===== src/host_port_regs.vh =====
// Purpose: constants for the host port command/status fifo block
// Assumes: 5-bit sub-CPU register address, 8-bit data
// Notes:   offsets are register indexes on the plain register port
`ifndef HOST_PORT_REGS_VH
`define HOST_PORT_REGS_VH

// read offsets
`define RD_COMMAND_IN_FIFO     5'h00
`define RD_HOST_PORT_FLAGS     5'h01
`define RD_DECODER_VALIDITY    5'h0f
`define RD_SUBCODE_ADDR_HIGH   5'h13
`define RD_HOST_PORT_CONTROL   5'h14
`define RD_PORT_MODE           5'h15
`define RD_ATAPI_COMMAND_REG   5'h1a

// write offsets
`define WR_STATUS_OUT_FIFO     5'h00
`define WR_HOST_PORT_CONTROL   5'h01
`define WR_TRANSFER_TRIGGER    5'h02
`define WR_TRANSFER_END_ACK    5'h03
`define WR_PORT_MODE           5'h15

// host_port_control fields
`define CTL_COMMAND_IRQ_MASK   7
`define CTL_TRANSFER_END_MASK  6
`define CTL_DECODER_IRQ_MASK   5
`define CTL_BREAK_DISABLE      4
`define CTL_DATA_WAIT          3
`define CTL_STATUS_WAIT        2
`define CTL_DATA_OUT_ENABLE    1
`define CTL_STATUS_OUT_ENABLE  0
`define CTL_RESET              8'h00
`define CTL_ATAPI_KEEP         8'he0

// port_mode fields
`define MODE_SEL_HI            1
`define MODE_SEL_LO            0
`define MODE_PACKET_ENABLE     2
`define MODE_ATAPI             2'h2
`define MODE_RESET             3'h0

// misc values
`define FIFO_DEPTH             12
`define EMPTY_READ_VALUE       8'hff
`define DIAG_COMMAND           8'h90
`define ZERO_BYTE              8'h00

`endif


===== src/host_port_command_status_fifos.v =====
// Purpose: host port control between sub-CPU and host: status and command fifos,
//          control and flag registers, interrupt masking, transfer interlocks
// Assumes: host strobes are asynchronous active-low pins, host data stable around them;
//          data engine signals are on clk
// Notes:   no bus wait states; read data valid the cycle after rd
`timescale 1ns/10ps
`include "host_port_regs.vh"

// Functional notes
// - twelve-byte status fifo carries sub-CPU bytes to the host
// - compatibility modes: status fifo write starts a status transfer
// - compatibility, status output enabled: status write drives busy-low flag to zero
// - status wait off: status ready strobe goes low right after a status write
// - status wait on and data-ready flag high: strobe and busy both low
// - wait on, data-ready low: strobe held high until flag rises
// - ATAPI: packet bytes accepted only with packet mode and data transfer started
// - compatibility modes: command register is a twelve-byte host-to-CPU fifo
// - read emptying command fifo clears command flag; later reads return ff
// - reset clears control; in ATAPI only control bits 7..5 act
// - control bits 7..5 mask command, end, decoder flags onto irq pin
// - bit 4 low: host command write breaks transfers, no end interrupt
// - bit 3 low: data transfer waits for status transfer to finish
// - bit 2 set: status transfer waits for data transfer to finish
// - bit 1 enables data transfers; clearing it aborts them
// - bit 0 enables status transfers; clearing it flushes fifo and aborts
// - ATAPI: flag bits 2..0 read zero, only 7..3 meaningful
// - ATAPI: command flag set by selected write or 90h; cleared reading it
// - compatibility: command flag high while command fifo holds bytes
// - end flag set at transfer end, ATAPI packet or memory move; ack clears
// - decoder flag set on new sector, cleared reading decoder validity
// - subcode flag set on new subcode, cleared reading subcode high address
// - data busy set by transfer trigger write, cleared at transfer end
module host_port_command_status_fifos #(
  parameter DEPTH = `FIFO_DEPTH,
  parameter PW    = 4
) (
  // clock and reset
  input  wire       clk,
  input  wire       rst_b,
  // sub-CPU register port
  input  wire [4:0] addr,
  input  wire [7:0] wdata,
  input  wire       wr,
  input  wire       rd,
  output reg  [7:0] rdata,
  // host pins
  input  wire       host_cmd_wr_b,
  input  wire       host_stat_rd_b,
  input  wire       host_atapi_command_reg_wr_b,
  input  wire       drive_selected,
  input  wire [7:0] host_din,
  output reg  [7:0] host_dout,
  output reg        status_ready_strobe_b,
  output reg        data_ready_strobe_b,
  // data engine and decoder
  input  wire       transfer_done,
  input  wire       memory_move_done,
  input  wire       sector_ready,
  input  wire       subcode_ready,
  input  wire       decoder_valid,
  output reg        data_abort,
  output wire       data_transfer_busy,
  // sub-CPU interrupt
  output wire       irq
);

  // pin synchroniser: three stages, a change counts when stages 2 and 3 agree
  reg  [3:0] sync1;
  reg  [3:0] sync2;
  reg  [3:0] sync3;
  reg  [3:0] pin_level;
  reg  [3:0] pin_prev;
  wire [3:0] pin_raw = {drive_selected, host_atapi_command_reg_wr_b, host_stat_rd_b, host_cmd_wr_b};

  always @(posedge clk or negedge rst_b) begin
    if (!rst_b) begin
      sync1     <= 4'h7;
      sync2     <= 4'h7;
      sync3     <= 4'h7;
      pin_level <= 4'h7;
      pin_prev  <= 4'h7;
    end else begin
      sync1     <= pin_raw;
      sync2     <= sync1;
      sync3     <= sync2;
      pin_level <= (sync2 & sync3) | (pin_level & (sync2 ^ sync3));
      pin_prev  <= pin_level;
    end
  end

  // falling edges of the strobes mark host accesses
  wire host_cmd_wr  = pin_prev[0] & ~pin_level[0];
  wire host_stat_rd = pin_prev[1] & ~pin_level[1];
  wire host_atapi_command_reg_wr = pin_prev[2] & ~pin_level[2];
  wire drive_sel    = pin_level[3];

  // control and mode registers
  reg  [7:0] ctrl_raw;
  reg  [2:0] mode;
  wire       atapi   = (mode[`MODE_SEL_HI:`MODE_SEL_LO] == `MODE_ATAPI);
  wire       compat  = ~atapi;
  wire [7:0] ctrl    = atapi ? (ctrl_raw & `CTL_ATAPI_KEEP) : ctrl_raw;

  wire wr_status = wr & (addr == `WR_STATUS_OUT_FIFO);
  wire wr_ctrl   = wr & (addr == `WR_HOST_PORT_CONTROL);
  wire wr_trig   = wr & (addr == `WR_TRANSFER_TRIGGER);
  wire wr_ack    = wr & (addr == `WR_TRANSFER_END_ACK);
  wire wr_mode   = wr & (addr == `WR_PORT_MODE);
  wire rd_cmd    = rd & (addr == `RD_COMMAND_IN_FIFO);
  wire rd_dec    = rd & (addr == `RD_DECODER_VALIDITY);
  wire rd_sub    = rd & (addr == `RD_SUBCODE_ADDR_HIGH);
  wire rd_atapi_command_reg   = rd & (addr == `RD_ATAPI_COMMAND_REG);

  // control writes store all bits; in ATAPI only bits 7..5 act
  always @(posedge clk or negedge rst_b) begin
    if (!rst_b) begin
      ctrl_raw <= `CTL_RESET;
      mode     <= `MODE_RESET;
    end else begin
      if (wr_ctrl)
        ctrl_raw <= wdata;
      if (wr_mode)
        mode <= wdata[2:0];
    end
  end

  // aborts from control writes and command break
  wire data_off   = wr_ctrl & ~wdata[`CTL_DATA_OUT_ENABLE] & compat;
  wire status_off = wr_ctrl & ~wdata[`CTL_STATUS_OUT_ENABLE] & compat;
  wire cmd_break  = compat & host_cmd_wr & ~ctrl[`CTL_BREAK_DISABLE];

  // status fifo storage
  reg [7:0]    stat_mem [0:DEPTH-1];
  reg [PW-1:0] stat_wp;
  reg [PW-1:0] stat_rp;
  reg [PW-1:0] stat_cnt;
  wire stat_empty = (stat_cnt == {PW{1'b0}});
  wire stat_full  = (stat_cnt == DEPTH[PW-1:0]);
  wire stat_flush = status_off | cmd_break;
  wire stat_push  = wr_status & ~stat_full;
  wire stat_pop   = host_stat_rd & ~stat_empty & ~status_ready_strobe_b;

  // status fifo pointers; flush drops everything
  always @(posedge clk or negedge rst_b) begin
    if (!rst_b) begin
      stat_wp  <= {PW{1'b0}};
      stat_rp  <= {PW{1'b0}};
      stat_cnt <= {PW{1'b0}};
    end else if (stat_flush) begin
      stat_wp  <= {PW{1'b0}};
      stat_rp  <= {PW{1'b0}};
      stat_cnt <= {PW{1'b0}};
    end else begin
      if (stat_push)
        stat_wp <= (stat_wp == DEPTH[PW-1:0] - 1'b1) ? {PW{1'b0}} : stat_wp + 1'b1;
      if (stat_pop)
        stat_rp <= (stat_rp == DEPTH[PW-1:0] - 1'b1) ? {PW{1'b0}} : stat_rp + 1'b1;
      if (stat_push & ~stat_pop)
        stat_cnt <= stat_cnt + 1'b1;
      else if (stat_pop & ~stat_push)
        stat_cnt <= stat_cnt - 1'b1;
    end
  end

  // status fifo data array
  always @(posedge clk) begin
    if (stat_push)
      stat_mem[stat_wp] <= wdata;
  end

  // host sees the fifo head on its data pins
  always @(posedge clk or negedge rst_b) begin
    if (!rst_b)
      host_dout <= `ZERO_BYTE;
    else
      host_dout <= stat_empty ? `ZERO_BYTE : stat_mem[stat_rp];
  end

  // status busy flag, active low: low while a status transfer is pending
  reg status_transfer_busy_b;
  always @(posedge clk or negedge rst_b) begin
    if (!rst_b)
      status_transfer_busy_b <= 1'b1;
    else if (compat & wr_status & ctrl[`CTL_STATUS_OUT_ENABLE])
      status_transfer_busy_b <= 1'b0;
    else if (stat_flush | (stat_pop & (stat_cnt == {{(PW-1){1'b0}}, 1'b1})))
      status_transfer_busy_b <= 1'b1;
  end

  // data transfer busy, end flag
  reg data_busy;
  reg end_flag;
  always @(posedge clk or negedge rst_b) begin
    if (!rst_b)
      data_busy <= 1'b0;
    else if (wr_trig)
      data_busy <= 1'b1;
    else if (transfer_done | data_off | cmd_break)
      data_busy <= 1'b0;
  end
  assign data_transfer_busy = data_busy;

  // abort pulse to the data engine; command break gives no end flag
  always @(posedge clk or negedge rst_b) begin
    if (!rst_b)
      data_abort <= 1'b0;
    else
      data_abort <= data_busy & (data_off | cmd_break);
  end

  // data and status wait interlocks
  wire data_go   = data_busy & (atapi | (ctrl[`CTL_DATA_OUT_ENABLE] &
                   (ctrl[`CTL_DATA_WAIT] | status_transfer_busy_b)));
  wire stat_wait = ctrl[`CTL_STATUS_WAIT];
  wire stat_go   = compat & ctrl[`CTL_STATUS_OUT_ENABLE] & ~stat_empty &
                   (~stat_wait | data_ready_strobe_b);

  // host strobes, active low
  always @(posedge clk or negedge rst_b) begin
    if (!rst_b) begin
      data_ready_strobe_b   <= 1'b1;
      status_ready_strobe_b <= 1'b1;
    end else begin
      data_ready_strobe_b   <= ~(compat & data_go);
      status_ready_strobe_b <= ~stat_go;
    end
  end

  // command fifo: compat always, ATAPI only for packets during a transfer
  wire cmd_accept = compat | (mode[`MODE_PACKET_ENABLE] & data_busy);
  reg [7:0]    cmd_mem [0:DEPTH-1];
  reg [PW-1:0] cmd_wp;
  reg [PW-1:0] cmd_rp;
  reg [PW-1:0] cmd_cnt;
  wire cmd_empty = (cmd_cnt == {PW{1'b0}});
  wire cmd_full  = (cmd_cnt == DEPTH[PW-1:0]);
  wire cmd_push  = host_cmd_wr & cmd_accept & ~cmd_full;
  wire cmd_pop   = rd_cmd & ~cmd_empty;
  wire pkt_done  = atapi & cmd_push & (cmd_cnt == DEPTH[PW-1:0] - 1'b1);

  // command fifo pointers
  always @(posedge clk or negedge rst_b) begin
    if (!rst_b) begin
      cmd_wp  <= {PW{1'b0}};
      cmd_rp  <= {PW{1'b0}};
      cmd_cnt <= {PW{1'b0}};
    end else begin
      if (cmd_push)
        cmd_wp <= (cmd_wp == DEPTH[PW-1:0] - 1'b1) ? {PW{1'b0}} : cmd_wp + 1'b1;
      if (cmd_pop)
        cmd_rp <= (cmd_rp == DEPTH[PW-1:0] - 1'b1) ? {PW{1'b0}} : cmd_rp + 1'b1;
      if (cmd_push & ~cmd_pop)
        cmd_cnt <= cmd_cnt + 1'b1;
      else if (cmd_pop & ~cmd_push)
        cmd_cnt <= cmd_cnt - 1'b1;
    end
  end

  // command fifo data array
  always @(posedge clk) begin
    if (cmd_push)
      cmd_mem[cmd_wp] <= host_din;
  end

  // ATAPI command register and its flag; set wins over the read clear
  reg [7:0] atapi_command_reg;
  reg       atapi_command_reg_flag;
  always @(posedge clk or negedge rst_b) begin
    if (!rst_b) begin
      atapi_command_reg      <= `ZERO_BYTE;
      atapi_command_reg_flag <= 1'b0;
    end else begin
      if (host_atapi_command_reg_wr)
        atapi_command_reg <= host_din;
      if (host_atapi_command_reg_wr & (drive_sel | (host_din == `DIAG_COMMAND)))
        atapi_command_reg_flag <= 1'b1;
      else if (rd_atapi_command_reg)
        atapi_command_reg_flag <= 1'b0;
    end
  end

  // sticky event flags; set wins over clear
  reg dec_flag;
  reg sub_flag;
  always @(posedge clk or negedge rst_b) begin
    if (!rst_b) begin
      end_flag <= 1'b0;
      dec_flag <= 1'b0;
      sub_flag <= 1'b0;
    end else begin
      if (transfer_done & data_busy | atapi & (pkt_done | memory_move_done))
        end_flag <= 1'b1;
      else if (wr_ack)
        end_flag <= 1'b0;
      if (sector_ready)
        dec_flag <= 1'b1;
      else if (rd_dec)
        dec_flag <= 1'b0;
      if (subcode_ready)
        sub_flag <= 1'b1;
      else if (rd_sub)
        sub_flag <= 1'b0;
    end
  end

  // command flag: fifo occupancy in compat, latched flag in ATAPI
  wire cmd_flag = atapi ? atapi_command_reg_flag : ~cmd_empty;

  // flag register view; low bits only in compat
  wire [7:0] flags = {cmd_flag, end_flag, dec_flag, sub_flag, data_busy,
                      compat & ~status_transfer_busy_b,
                      compat & data_ready_strobe_b,
                      compat & status_ready_strobe_b};

  // interrupt pin from masked flags
  assign irq = |(flags[7:5] & ctrl[7:5]);

  // read data, one cycle after the strobe
  always @(posedge clk or negedge rst_b) begin
    if (!rst_b)
      rdata <= `ZERO_BYTE;
    else if (rd) begin
      case (addr)
        `RD_COMMAND_IN_FIFO:   rdata <= cmd_empty ? `EMPTY_READ_VALUE : cmd_mem[cmd_rp];
        `RD_HOST_PORT_FLAGS:   rdata <= flags;
        `RD_DECODER_VALIDITY:  rdata <= {decoder_valid, 7'h00};
        `RD_HOST_PORT_CONTROL: rdata <= ctrl_raw;
        `RD_PORT_MODE:         rdata <= {5'h00, mode};
        `RD_ATAPI_COMMAND_REG: rdata <= atapi_command_reg;
        default:               rdata <= `ZERO_BYTE;
      endcase
    end else
      rdata <= `ZERO_BYTE;
  end

endmodule // host_port_command_status_fifos


===== config.mk =====
export PLATFORM = sky130hd
export DESIGN_NAME = host_port_command_status_fifos
export DESIGN_NICKNAME = d
export VERILOG_FILES = /design/src/host_port_command_status_fifos.v
export VERILOG_INCLUDE_DIRS = /design/src
export SDC_FILE = /design/constraint.sdc
export NUM_CORES = 1
export LEC_CHECK = 0
export ABC_CLOCK_PERIOD_IN_PS = 2200
export BUFFER_PORTS_ARGS = -buffer_cell sky130_fd_sc_hd__buf_2
export CAP_MARGIN = 20
export CORE_UTILIZATION = 45
export DETAILED_ROUTE_END_ITERATION = 12
export PLACE_DENSITY_LB_ADDON = 0.08
export RECOVER_POWER = 100
export SYNTH_ARGS = -nofsm -noshare
export SYNTH_HDL_FRONTEND = slang
export SYNTH_SLANG_ARGS = --single-unit
export TNS_END_PERCENT = 30

===== constraint.sdc =====
create_clock -name clk -period 2.2 [get_ports clk]
set_input_delay 0.11 -clock clk [delete_from_list [all_inputs] [get_ports clk]]
set_output_delay 0.11 -clock clk [all_outputs]
set_load 0.02 [all_outputs]

==> reports/summary.md, run 1 <==
The initial antenna violation count is 0, and the number of buffers created by CTS is 30. The count of buffers added on input and output ports is 54. The run gives 69.0 ps as the worst hold margin. The run gives 0.459 as the effective utilization at floorplan.

For the maximum number of pins on one net before global-route repair, the log shows 62. The violation count after the first detailed-route iteration was 489. H-tree depth: 1.

The time the final worst path needs with I/O delays and setup was 2580 ps. The via density per instance is 5.49. The worst setup path is captured at an output port.

The period utilization is 1.17, and the worst ir drop on vdd is 0.785 mV. Yosys instantiated no cell more often than sky130_fd_sc_hd__edfxtp_1. Most instantiated flip-flop cell in the synthesis netlist: sky130_fd_sc_hd__edfxtp_1.

Summing all placed instances gives a cell area of 0.0127 sq mm. The cell count after synthesis came out at 678. In this run the cell area of the synthesized design comes to 0.0116 sq mm. Yosys printed 0 warnings.

The sum of negative setup slack was -585 ps; the post-synthesis register bit count was 279. The number of library cell types mapped by synthesis was 68. Between clock sinks in the finished design, the worst skew comes to 19.3 ps. After synthesis, the most frequently instantiated cells are sky130_fd_sc_hd__edfxtp_1 (192), sky130_fd_sc_hd__dfrtp_1 (69), sky130_fd_sc_hd__nand2_1 (38), sky130_fd_sc_hd__mux4_2 (35), sky130_fd_sc_hd__mux2_2 (31). The sequential-to-total area share from yosys stat was 0.689; the number of sinks on the clock net was 279. The final reports fail on capacitance limit, slew limit, setup timing.

0 antenna diodes ended up in the layout. The number of cell rows came out at 58. The wire length per cell was 21.5 um.

The proportion of synthesized flip-flops having asynchronous set or reset was 0.312; the highest net fanout along the worst path was 3. After detailed routing, the number of remaining DRC violations is 0. Wires add up to 25500 um. sky130_fd_sc_hd__edfxtp_1 takes more of the synthesized area than any other cell. The tools report the area of the core region as 0.0252 sq mm. Final layout net count: 886. The die extent in x came out at 162 um.

The number of max-cap violations is 1, and the headroom to the max-slew limit is -0.0977. Derived from the worst setup path, the maximum achievable clock frequency is 388 MHz. Counting flops with a built-in enable in the synthesized netlist gives 192. The via count of the first global-routing pass is 6774.

The measured slew at the worst slew-check pin is 1650 ps. The final antenna-violating net count was 0. The proportion of netlist area held by the largest area contributor is 0.499, and the minimum setup slack in the final design is -379 ps.

Global routing finished with a remaining overflow of 0. The clock-pin slew reported for the worst setup and hold paths after clock tree synthesis came out at 70 ps. The total routing usage reported by global routing was 0.200. For this design the ratio of total power to cell area is 972 mW/mm^2.

The count of final hold-check violations came out at 0. TritonCTS built the clock tree. Detailed placement finished with a half-perimeter wire length of 17000 um. The clock passes through at most 3 buffers. The logs give 2090 ps for the required time at the worst-slack endpoint and 0.558 for the final design utilization. Pin placement for this block handled 55 I/O pins. Detailed routing inserted a total of 6500 vias.

At the later pin of the worst-skew pair, clock insertion delay measures 550 ps. Worst reg-to-reg setup slack: -150 ps. Kind of start point of the critical path: a flip-flop. Setup repair after global routing could not meet its margin everywhere. Averaged over all synthesized cells, the footprint is 17.0 sq um. The analysis attributes to cell leakage a power of 5.10 nW. When the netlist entered floorplanning its net count stood at 733. Setup violations remaining at the end of the flow were counted as 3.

The die covers 0.0263 sq mm. The first global-routing pass estimated 39400 um of wire. Data arrives at the worst endpoint at 2470 ps. The total iterations of the first detailed-routing run is 7, and the area growth from synthesis to layout is 21.7%. Summing all non-filler instances in the final layout gives an area of 0.0141 sq mm.

The run gives 28 as the count of final max-slew check failures. In the final layout, the registers with the most flip-flops are cmd_mem: 96 flops, stat_mem: 96 flops. Cell chosen for the clock root: sky130_fd_sc_hd__clkbuf_16.

Sorting the synthesized cells by area gives the leading types as sky130_fd_sc_hd__edfxtp_1 (50%), sky130_fd_sc_hd__dfrtp_1 (15%), sky130_fd_sc_hd__mux4_2 (6.8%). For the final weighted congestion of routability-driven global placement, the log shows 0.833. The worst hold path class is primary input to flip-flop.

The flow ran to the end, but the final reports show violations. The die is 162 um tall. The share of post-route cells with drive strength above 1 is 0.274. The setup path with the least slack is of type flip-flop to output port.
## routing by layer
metal	GRT usage	share of wire	vias to the layer above
met1	0.266	0.43	3322
met4	0.0656	0.028	0
li1	-	-	2980
met5	0	0	-
met3	0.0281	0.035	45
met2	0.341	0.51	153
## worst max-delay path: stages, from the launching register on
cell	delay, ps
sky130_fd_sc_hd__dfrtp_1	390
sky130_fd_sc_hd__or4_4	550
sky130_fd_sc_hd__buf_6	140
sky130_fd_sc_hd__mux2_4	260
sky130_fd_sc_hd__a222oi_1	340
sky130_fd_sc_hd__inv_1	100
sky130_fd_sc_hd__buf_6	150
## layout by cell type (no fill, tap or decap), drive strengths merged, types with 14 or more instances in the layout
cell type    instances
edfxtp             192
mux2                32
nand2               38
and3                14
o21ai               20
clkinv              17
dfrtp               69
clkbuf              78
ha                  20
buf                 73
dfstp               18
inv                 16
and2                16
mux4                47
dlygate4sd3         31
nor2                29
a21oi               28
## cells by family (layout without fill, tap and decap cells)
group                    Yosys count  count (layout)  share of synthesized area
multiplexers                      84              84                      0.131
buffers and inverters             44             221                     0.0230
XOR/XNOR                           8               8                    0.00607
AND/OR/NAND/NOR                  142             142                     0.0685
flip-flops                       279             279                      0.689
AO/OA/AOI/OAI                     98              98                     0.0565
adder cells (fa/ha/maj)           23              23                     0.0251
## final cells by class
cell class / instances / area [sq um]
flip-flops and latches: 279 / 7970
inverters: 17 / 66.3
fillers: 1981 / 11100
clock inverters: 22 / 194
repair buffers: 148 / 1200
multi-input cells: 355 / 3410
clock buffers: 34 / 807
well taps: 330 / 413
## stage by stage
stage	total power, W	setup slack (ps)	instances
after global placement	0.00854	-238	1096
final	0.0137	-379	1185
after detailed placement	0.00863	-327	1096
after floorplan	0.00779	-211	678
after CTS	0.0138	-415	1185
after global routing	0.0142	-484	1185
## what timing repair did
action                                  4_1_cts  5_1_grt
gates resized for setup                      22        6
hold buffers                                 31        0
endpoints found under the hold margin       268        0
endpoints found under the setup margin       68      121
pin swaps                                    12        8
buffers inserted                              6        1
## worst paths after layout
check	start	end	cells after the start
worst max-delay path	cmd_cnt[2]	irq	6
worst min-delay path	decoder_valid	rdata[7]	4
worst max register to register	cmd_cnt[3]	cmd_cnt[3]	11
worst min register to register	sync1[3]	sync2[3]	0
max in group asynchronous	rst_b	sync1[2]	3
min in group asynchronous	rst_b	host_dout[7]	2
## power by group
| group | internal [W] | switching, W | total (W) | leakage (nW) |
|---|---|---|---|---|
| registers | 0.00602 | 0.000291 | 0.00631 | 2.79 |
| logic | 0.00118 | 0.00120 | 0.00239 | 1.83 |
| clock network | 0.00289 | 0.00208 | 0.00497 | 0.486 |
Note: power is estimated with default switching activity, not from simulation.
==> run 2: changes to the inputs <==
ABC_CLOCK_PERIOD_IN_PS = 3130   (was 2200)
clock period = 3.13 ns   (was 2.2 ns; I/O delays follow)
==> run 2 against run 1 <==
Effect of this change:
- clock skew is 9.7 ps lower
- first-iteration DRC count is 4.3% lower
- highest routed layer unchanged
- non-clock buffer count fell by 66
- sequential share of layout area increased by 3.1 points
- total power fell by 28%
- combinational power is 44% lower
- the flow finishes with violations (capacitance limit, slew limit)
- critical path depth is the same
==> reports/summary.md, run 2 (synthesized netlist as in run 1, its figures left out) <==
The number of inserted diodes was 0 (unchanged). The H-tree depth is 1 (unchanged). The total setup buffers inserted after CTS was 0 (-6); the wire length per cell was 22.5 um (+4.8%).

The worst hold path class was primary input to flip-flop. Area of the core region: 0.0252 sq mm (unchanged). The signal on the critical path passes through inv_1 -> ha_1 -> nand3_1 -> nand4_1 -> nor3b_1 -> and2_0. The tools report the total wire length after detailed routing as 25200 um (-1.1%). The sum of negative setup slack was 0 ps (+585 ps); the height of the die was 162 um (unchanged).

The final weighted congestion of routability-driven global placement came out at 0.815 (-2.2%). The kind of start point of the critical path is a flip-flop. The flow ran to the end, but the final reports show violations.

For the via count of the first global-routing pass, the log shows 6722 (-0.77%). Among all stages on the critical path, the largest delay is contributed by sky130_fd_sc_hd__nor3b_1. The final layout net count came out at 820 (-7.4%). The count of final hold-check violations came out at 0 (unchanged).

The clock-pin slew reported for the worst setup and hold paths after clock tree synthesis works out to 60 ps (about the same). Family with the most delay on the worst path: simple AND/OR/NAND/NOR gates. The via density per instance came out at 5.63 (+2.6%). The required time at the worst-slack endpoint is 3310 ps (+1220 ps). The initial antenna violation count is 0 (unchanged), and the period utilization is 0.886.

The number of cell rows is 58 (unchanged). The share of post-route cells with drive strength above 1 was 0.196 (-0.0772). The critical path's largest stage delay is 590 ps (+40 ps), and the total iterations of the first detailed-routing run is 5 (-2).

The worst path needs 2770 ps of the cycle, external delays included. The clock insertion delay at the later pin of the skew report is 540 ps (about the same). The violation count after the first detailed-route iteration was 468 (-4.3%). The endpoint identified for the worst register-to-register timing path is stat_mem[6][3].

The number of top-level design ports was 55 (unchanged); the final antenna-violating net count was 0 (unchanged). The tools report the filler cell count as 2078 (+4.9%). The maximum buffer depth of the clock tree is 3 (unchanged), and the total routing usage reported by global routing is 0.200 (-0.000680). The post-detailed-placement half-perimeter wirelength was 16800 um (-0.95%). The total setup violations reported at the end of the flow is 0 (-3). The run gives 30 (unchanged) as the number of buffers created by CTS.

The run gives 0.459 (unchanged) as the effective utilization at floorplan. The power density over the cells was 734 mW/mm^2 (-24%); the total via count after detailed routing was 6296 (-3.1%). The run gives -0.371 (-0.274) as the headroom to the max-slew limit. Number of hold buffers added after cts: 17 (-45%). Die extent in x: 162 um (unchanged).

The worst setup path is captured at a flip-flop. The static leakage was 4.76 nW (-6.7%). For this run, the top clock speed supported by timing is 361 MHz. The run gives 2950 ps (+480 ps) as the arrival time of data at the critical path endpoint.

Worst reg-to-reg setup slack: 360 ps (+510 ps). The total congestion overflow is 0 (unchanged). Leaving out fill and tap cells, the most frequent cells in the layout are sky130_fd_sc_hd__edfxtp_1 (192), sky130_fd_sc_hd__dfrtp_1 (69), sky130_fd_sc_hd__clkbuf_1 (45).

The start of the worst register-to-register path was stat_cnt[1]. The logs give 0.0263 sq mm (unchanged) for the full die area and 39200 um (-0.46%) for the first-pass GRT wire length. The number of gates on the worst path with buffers counted came out at 6 (unchanged).

The highest net fanout along the worst path is 8 (+5). In this run the most critical hold path is launched from addr[0]. The commonest non-fill, non-tap cell in the layout was sky130_fd_sc_hd__edfxtp_1. For the area of placed instances, the log shows 0.0121 sq mm (-4.8%). The area growth from synthesis to layout is 15.3%. The depth of the most critical reg-to-reg path is 6 (-5). The checks that failed: capacitance limit, slew limit. The start-to-end type of the worst setup path is flip-flop to flip-flop.

The measured slew at the worst slew-check pin is 2060 ps (+410 ps), and the number of sinks on the clock net is 279 (unchanged). TritonCTS built the clock tree. For the maximum number of pins on one net before global-route repair, the log shows 35 (-44%).

Setup repair after global routing left no endpoint under its margin. The cell chosen for the clock root was sky130_fd_sc_hd__clkbuf_16. Origin of the worst setup path: stat_cnt[1].

The number of max-cap violations came out at 1 (unchanged). The worst ir drop on vdd is 0.482 mV (-39%), and the count of final max-slew check failures is 35 (+25%). The most critical setup path has its endpoint at stat_mem[6][3].

Post-layout instance area: 0.0133 sq mm (-5.2%). The largest registers in the layout are cmd_mem: 96 flops, stat_mem: 96 flops. The logs give 0 (-100%) for the post-CTS resize count and 9.64 ps (-9.66 ps) for the worst clock skew on the final layout. The DRC violation count after routing came out at 0 (unchanged).

The count of input and output buffers was 54 (unchanged); the number of buffer and inverter stages on the critical path was 1 (-2).
## run 2: per-stage QoR
step | util | power, W | hold slack [ps] | worst slack, ps | instances
global placement | 0.481 | 0.00586 | 146 | 470 | 1046
finish | 0.529 | 0.00978 | 83.2 | 358 | 1119
floorplan | - | 0.00546 | -139 | 613 | 678
detailed placement | 0.481 | 0.00591 | 147 | 366 | 1046
global route | 0.529 | 0.0102 | 123 | 123 | 1119
CTS | 0.533 | 0.00992 | 10.3 | 366 | 1119
## run 2: layout make-up
type | count | area [sq um] | share of cell area
Clock buffer | 33 | 783 | 0.0588
Clock inverter | 23 | 348 | 0.0261
Inverter | 17 | 63.8 | 0.00479
Multi-Input combinational cell | 355 | 3300 | 0.247
Sequential cell | 279 | 7970 | 0.598
Tap cell | 330 | 413 | 0.0310
Timing Repair Buffer | 82 | 454 | 0.0341
## run 2: worst min-delay path: stages
cell and delay (ps):
sky130_fd_sc_hd__buf_2 120, sky130_fd_sc_hd__nor2_1 120, sky130_fd_sc_hd__nand4b_1 110, sky130_fd_sc_hd__o21ai_0 70
## run 2: worst min path at each step
stage / end / slack [ps] / cells past startpoint
6_report: data_transfer_busy / 80 / 4
5_1_grt: data_transfer_busy / 120 / 4
4_1_cts: cmd_mem[6][0] / 10 / 1
3_5_place_dp: host_dout[6] / 150 / 1
3_3_place_gp: host_dout[6] / 150 / 1
2_1_floorplan: atapi_command_reg[0] / -140 / 0
## run 2: where the power goes
group / switching, W / leakage (nW) / internal [W]
clock: 0.00144 / 0.544 / 0.00254
sequential: 0.000223 / 2.79 / 0.00423
combinational: 0.000747 / 1.42 / 0.000597
total: 0.00241 / 4.76 / 0.00737
## run 2: metal layers
| metal | vias up | share of wire | GRT usage |
|---|---|---|---|
| li1 | 2842 | - | - |
| met1 | 3241 | 0.42 | 0.257 |
| met2 | 165 | 0.52 | 0.349 |
| met3 | 48 | 0.034 | 0.0253 |
| met4 | 0 | 0.029 | 0.0669 |
| met5 | - | 0 | 0 |
==> run 3: changes to the inputs <==
--- a/config.mk
+++ b/config.mk
@@ -10,4 +10,5 @@
 export BUFFER_PORTS_ARGS = -buffer_cell sky130_fd_sc_hd__buf_2
 export CAP_MARGIN = 20
+export CORE_ASPECT_RATIO = 0.6
 export CORE_UTILIZATION = 45
 export DETAILED_ROUTE_END_ITERATION = 12
==> constraint.sdc (replaced) <==
create_clock -name clk -period 3.13 [get_ports clk]
set_input_delay 0 -clock clk [delete_from_list [all_inputs] [get_ports clk]]
set_output_delay 0 -clock clk [all_outputs]
set_load 0.02 [all_outputs]
==> run 3 against run 2 <==
Effect of this change:
- the flow still finishes with violations (capacitance limit, slew limit)
- critical path depth grew 4
- maximum frequency fell by 3.7%
- clock skew rose by 17 ps
- sequential cell count did not move
- clock-buffer cell count is 5 higher
- combinational power up 6%
- total power down 7.0%
- final cell count rose by 0.27%
- utilization increased by 0.74 points
- critical endpoint is now cmd_cnt[3]
- highest routed layer unchanged
==> reports/summary.md, run 3 (synthesized netlist as in run 1, its figures left out) <==
The tools report the worst ir drop on vdd as 0.387 mV (-20%). TritonCTS built the clock tree. The height of the die came out at 126 um (-22%). The tools report the final weighted congestion of routability-driven global placement as 0.853 (+4.6%). The count of input and output buffers came out at 54 (unchanged). The maximum achievable frequency came out at 347 MHz (-3.7%). The H-tree depth came out at 1 (unchanged).

The clock-pin slew reported for the worst setup and hold paths after clock tree synthesis is 70 ps (about the same), and the total wire length after detailed routing is 26300 um (+4.3%). The violation count after the first detailed-route iteration is 608 (+30%), and the power density over the cells is 687 mW/mm^2 (-6.4%). Walking the worst path, the cells encountered are or4_1 -> nand4_1 -> ha_1 -> inv_1 -> ha_1 -> a21o_1 -> a21oi_1 -> xnor2_1 -> nor2_1 -> xor2_1. The tools report the clock insertion delay at the later pin of the skew report as 550 ps (about the same).

The number of sinks on the clock net is 279 (unchanged), and the first-pass GRT wire length is 40600 um (+3.6%). The post-CTS resize count is 0 (unchanged). The number of buffer and inverter stages on the critical path is 1 (unchanged), and the headroom to the max-slew limit is -0.112 (+0.259). The full die area is 0.0263 sq mm (about the same), and the die extent in x is 209 um (+29%). The worst clock skew on the final layout is 26.3 ps (+16.7 ps).

By instance count, the cell type seen most on the critical path is sky130_fd_sc_hd__ha_1. Total congestion overflow: 0 (unchanged). The setup path with the least slack is of type flip-flop to flip-flop.

The run gives 0 (unchanged) as the initial antenna violation count. The checks that failed: capacitance limit, slew limit. The post-detailed-placement half-perimeter wirelength was 18400 um (+9.1%); the wire length per cell was 23.4 um (+4.0%). The DRC violation count after routing was 0 (unchanged). Cell chosen for the clock root: sky130_fd_sc_hd__clkbuf_16.

The number of inserted diodes came out at 0 (unchanged). The logs give 0 (unchanged) for the total setup buffers inserted after CTS and 0 (unchanged) for the total setup violations reported at the end of the flow. The tools report the total via count after detailed routing as 6487 (+3.0%). The via count of the first global-routing pass came out at 6671 (-0.76%).

For the count of final max-slew check failures, the log shows 62 (+77%). The effective utilization at floorplan was 0.468 (+0.00964). Count of final hold-check violations: 0 (unchanged). The path class of the tightest hold or removal check is primary input to flip-flop.

The period utilization was 0.920 (+0.0344); the total routing usage reported by global routing was 0.208 (+0.00779). The library cell used most frequently in the layout, excluding fill and tap cells, is sky130_fd_sc_hd__edfxtp_1. The number of top-level design ports is 55 (unchanged), and the measured slew at the worst slew-check pin is 1670 ps (-389 ps). The critical path's largest stage delay is 630 ps (+40 ps), and the minimum setup slack in the final design is 251 ps (-108 ps). For the final antenna-violating net count, the log shows 0 (unchanged).

Slowest library cell on the worst path: sky130_fd_sc_hd__or4_1. The run finished, with violations left. The highest net fanout along the worst path is 6 (-2), and the worst slack at placement is 273 ps (-93.7 ps). The run gives 3310 ps (+360 ps) as the arrival time of data at the critical path endpoint.

The tools report the endpoint type of the worst setup path as a flip-flop. The time the final worst path needs with I/O delays and setup was 2880 ps (+108 ps). The tools report the number of max-cap violations as 1 (unchanged). The top cell types in the final layout, fill and taps aside, are sky130_fd_sc_hd__edfxtp_1 (192), sky130_fd_sc_hd__dfrtp_1 (69), sky130_fd_sc_hd__clkbuf_1 (52). For the final design utilization, the log shows 0.536 (+0.00741).

Number of cell rows: 44 (-24%). For the maximum number of pins on one net before global-route repair, the log shows 62 (+77%). The area growth from synthesis to layout was 14.5%; the via density per instance was 5.78 (+2.8%).

The largest registers in the layout are cmd_mem: 96 flops, stat_mem: 96 flops. The logs give 7 (+2) for the total iterations of the first detailed-routing run and 0.0247 sq mm (-2.1%) for the area of the core region. The final layout net count was 835 (+1.8%). The worst setup path is launched from a flip-flop.

The number of hold buffers added after cts was 32 (+15). The kind of cell with the highest combined delay along the critical path is simple AND/OR/NAND/NOR gates. Share of post-route cells with drive strength above 1: 0.189 (-0.00770). The sum of negative setup slack was 0 ps (unchanged); the required time at the worst-slack endpoint was 3560 ps (+250 ps). The number of buffers created by CTS came out at 26 (-13%).

The run gives 4.72 nW (-0.82%) as the static leakage. Maximum buffer depth of the clock tree: 3 (unchanged). Setup repair after global routing left no endpoint under its margin.
-- run 3: stage by stage --
step                instance area (sq um)  power, W  cells  hold slack [ps]
finish                              13200   0.00910   1122              112
global route                        13200   0.00948   1122             88.9
CTS                                 13300   0.00920   1122             86.7
detailed placement                  12100   0.00594   1042              107
global placement                    12100   0.00586   1042              108
floorplan                           11600   0.00546    678             -296
-- run 3: where the power goes --
part	internal, W	switching [W]
registers	0.00423	0.000217
logic	0.000642	0.000779
clock network	0.00190	0.00133
-- run 3: final timing paths --
check	from	to	cells after the start	slack, ps
setup / recovery	cmd_cnt[0]	cmd_cnt[3]	10	250
setup reg to reg	cmd_cnt[0]	cmd_cnt[3]	10	250
hold / removal	host_stat_rd_b	sync1[1]	2	110
min in group asynchronous	rst_b	host_dout[6]	2	420
max in group asynchronous	rst_b	sync3[3]	3	1130
hold reg to reg	sync1[3]	sync2[3]	0	350
-- run 3: area by class of cell --
class                   count  area, sq um
well taps                 322          403
repair buffers            101          628
clock inverters            10          123
clock buffers              38          747
flip-flops and latches    279         7970
inverters                  17         63.8
fillers                  2033        11400
multi-input cells         355         3300
-- run 3: worst register-to-register path: cells and delay by family, from the launching register on --
kind / cells / cell delay, ps
flip-flops: 1 / 460
XOR/XNOR: 2 / 320
AND/OR/NAND/NOR: 3 / 960
adder cells (fa/ha/maj): 2 / 530
buffers and inverters: 1 / 100
AO/OA/AOI/OAI: 2 / 380
-- run 3: layer usage --
layer / global-route usage / part of all wire / up-vias
met3: 0.0451 / 0.063 / 37
met4: 0.0376 / 0.015 / 0
li1: - / - / 2875
met1: 0.340 / 0.52 / 3374
met5: 0 / 0 / -
met2: 0.283 / 0.40 / 201
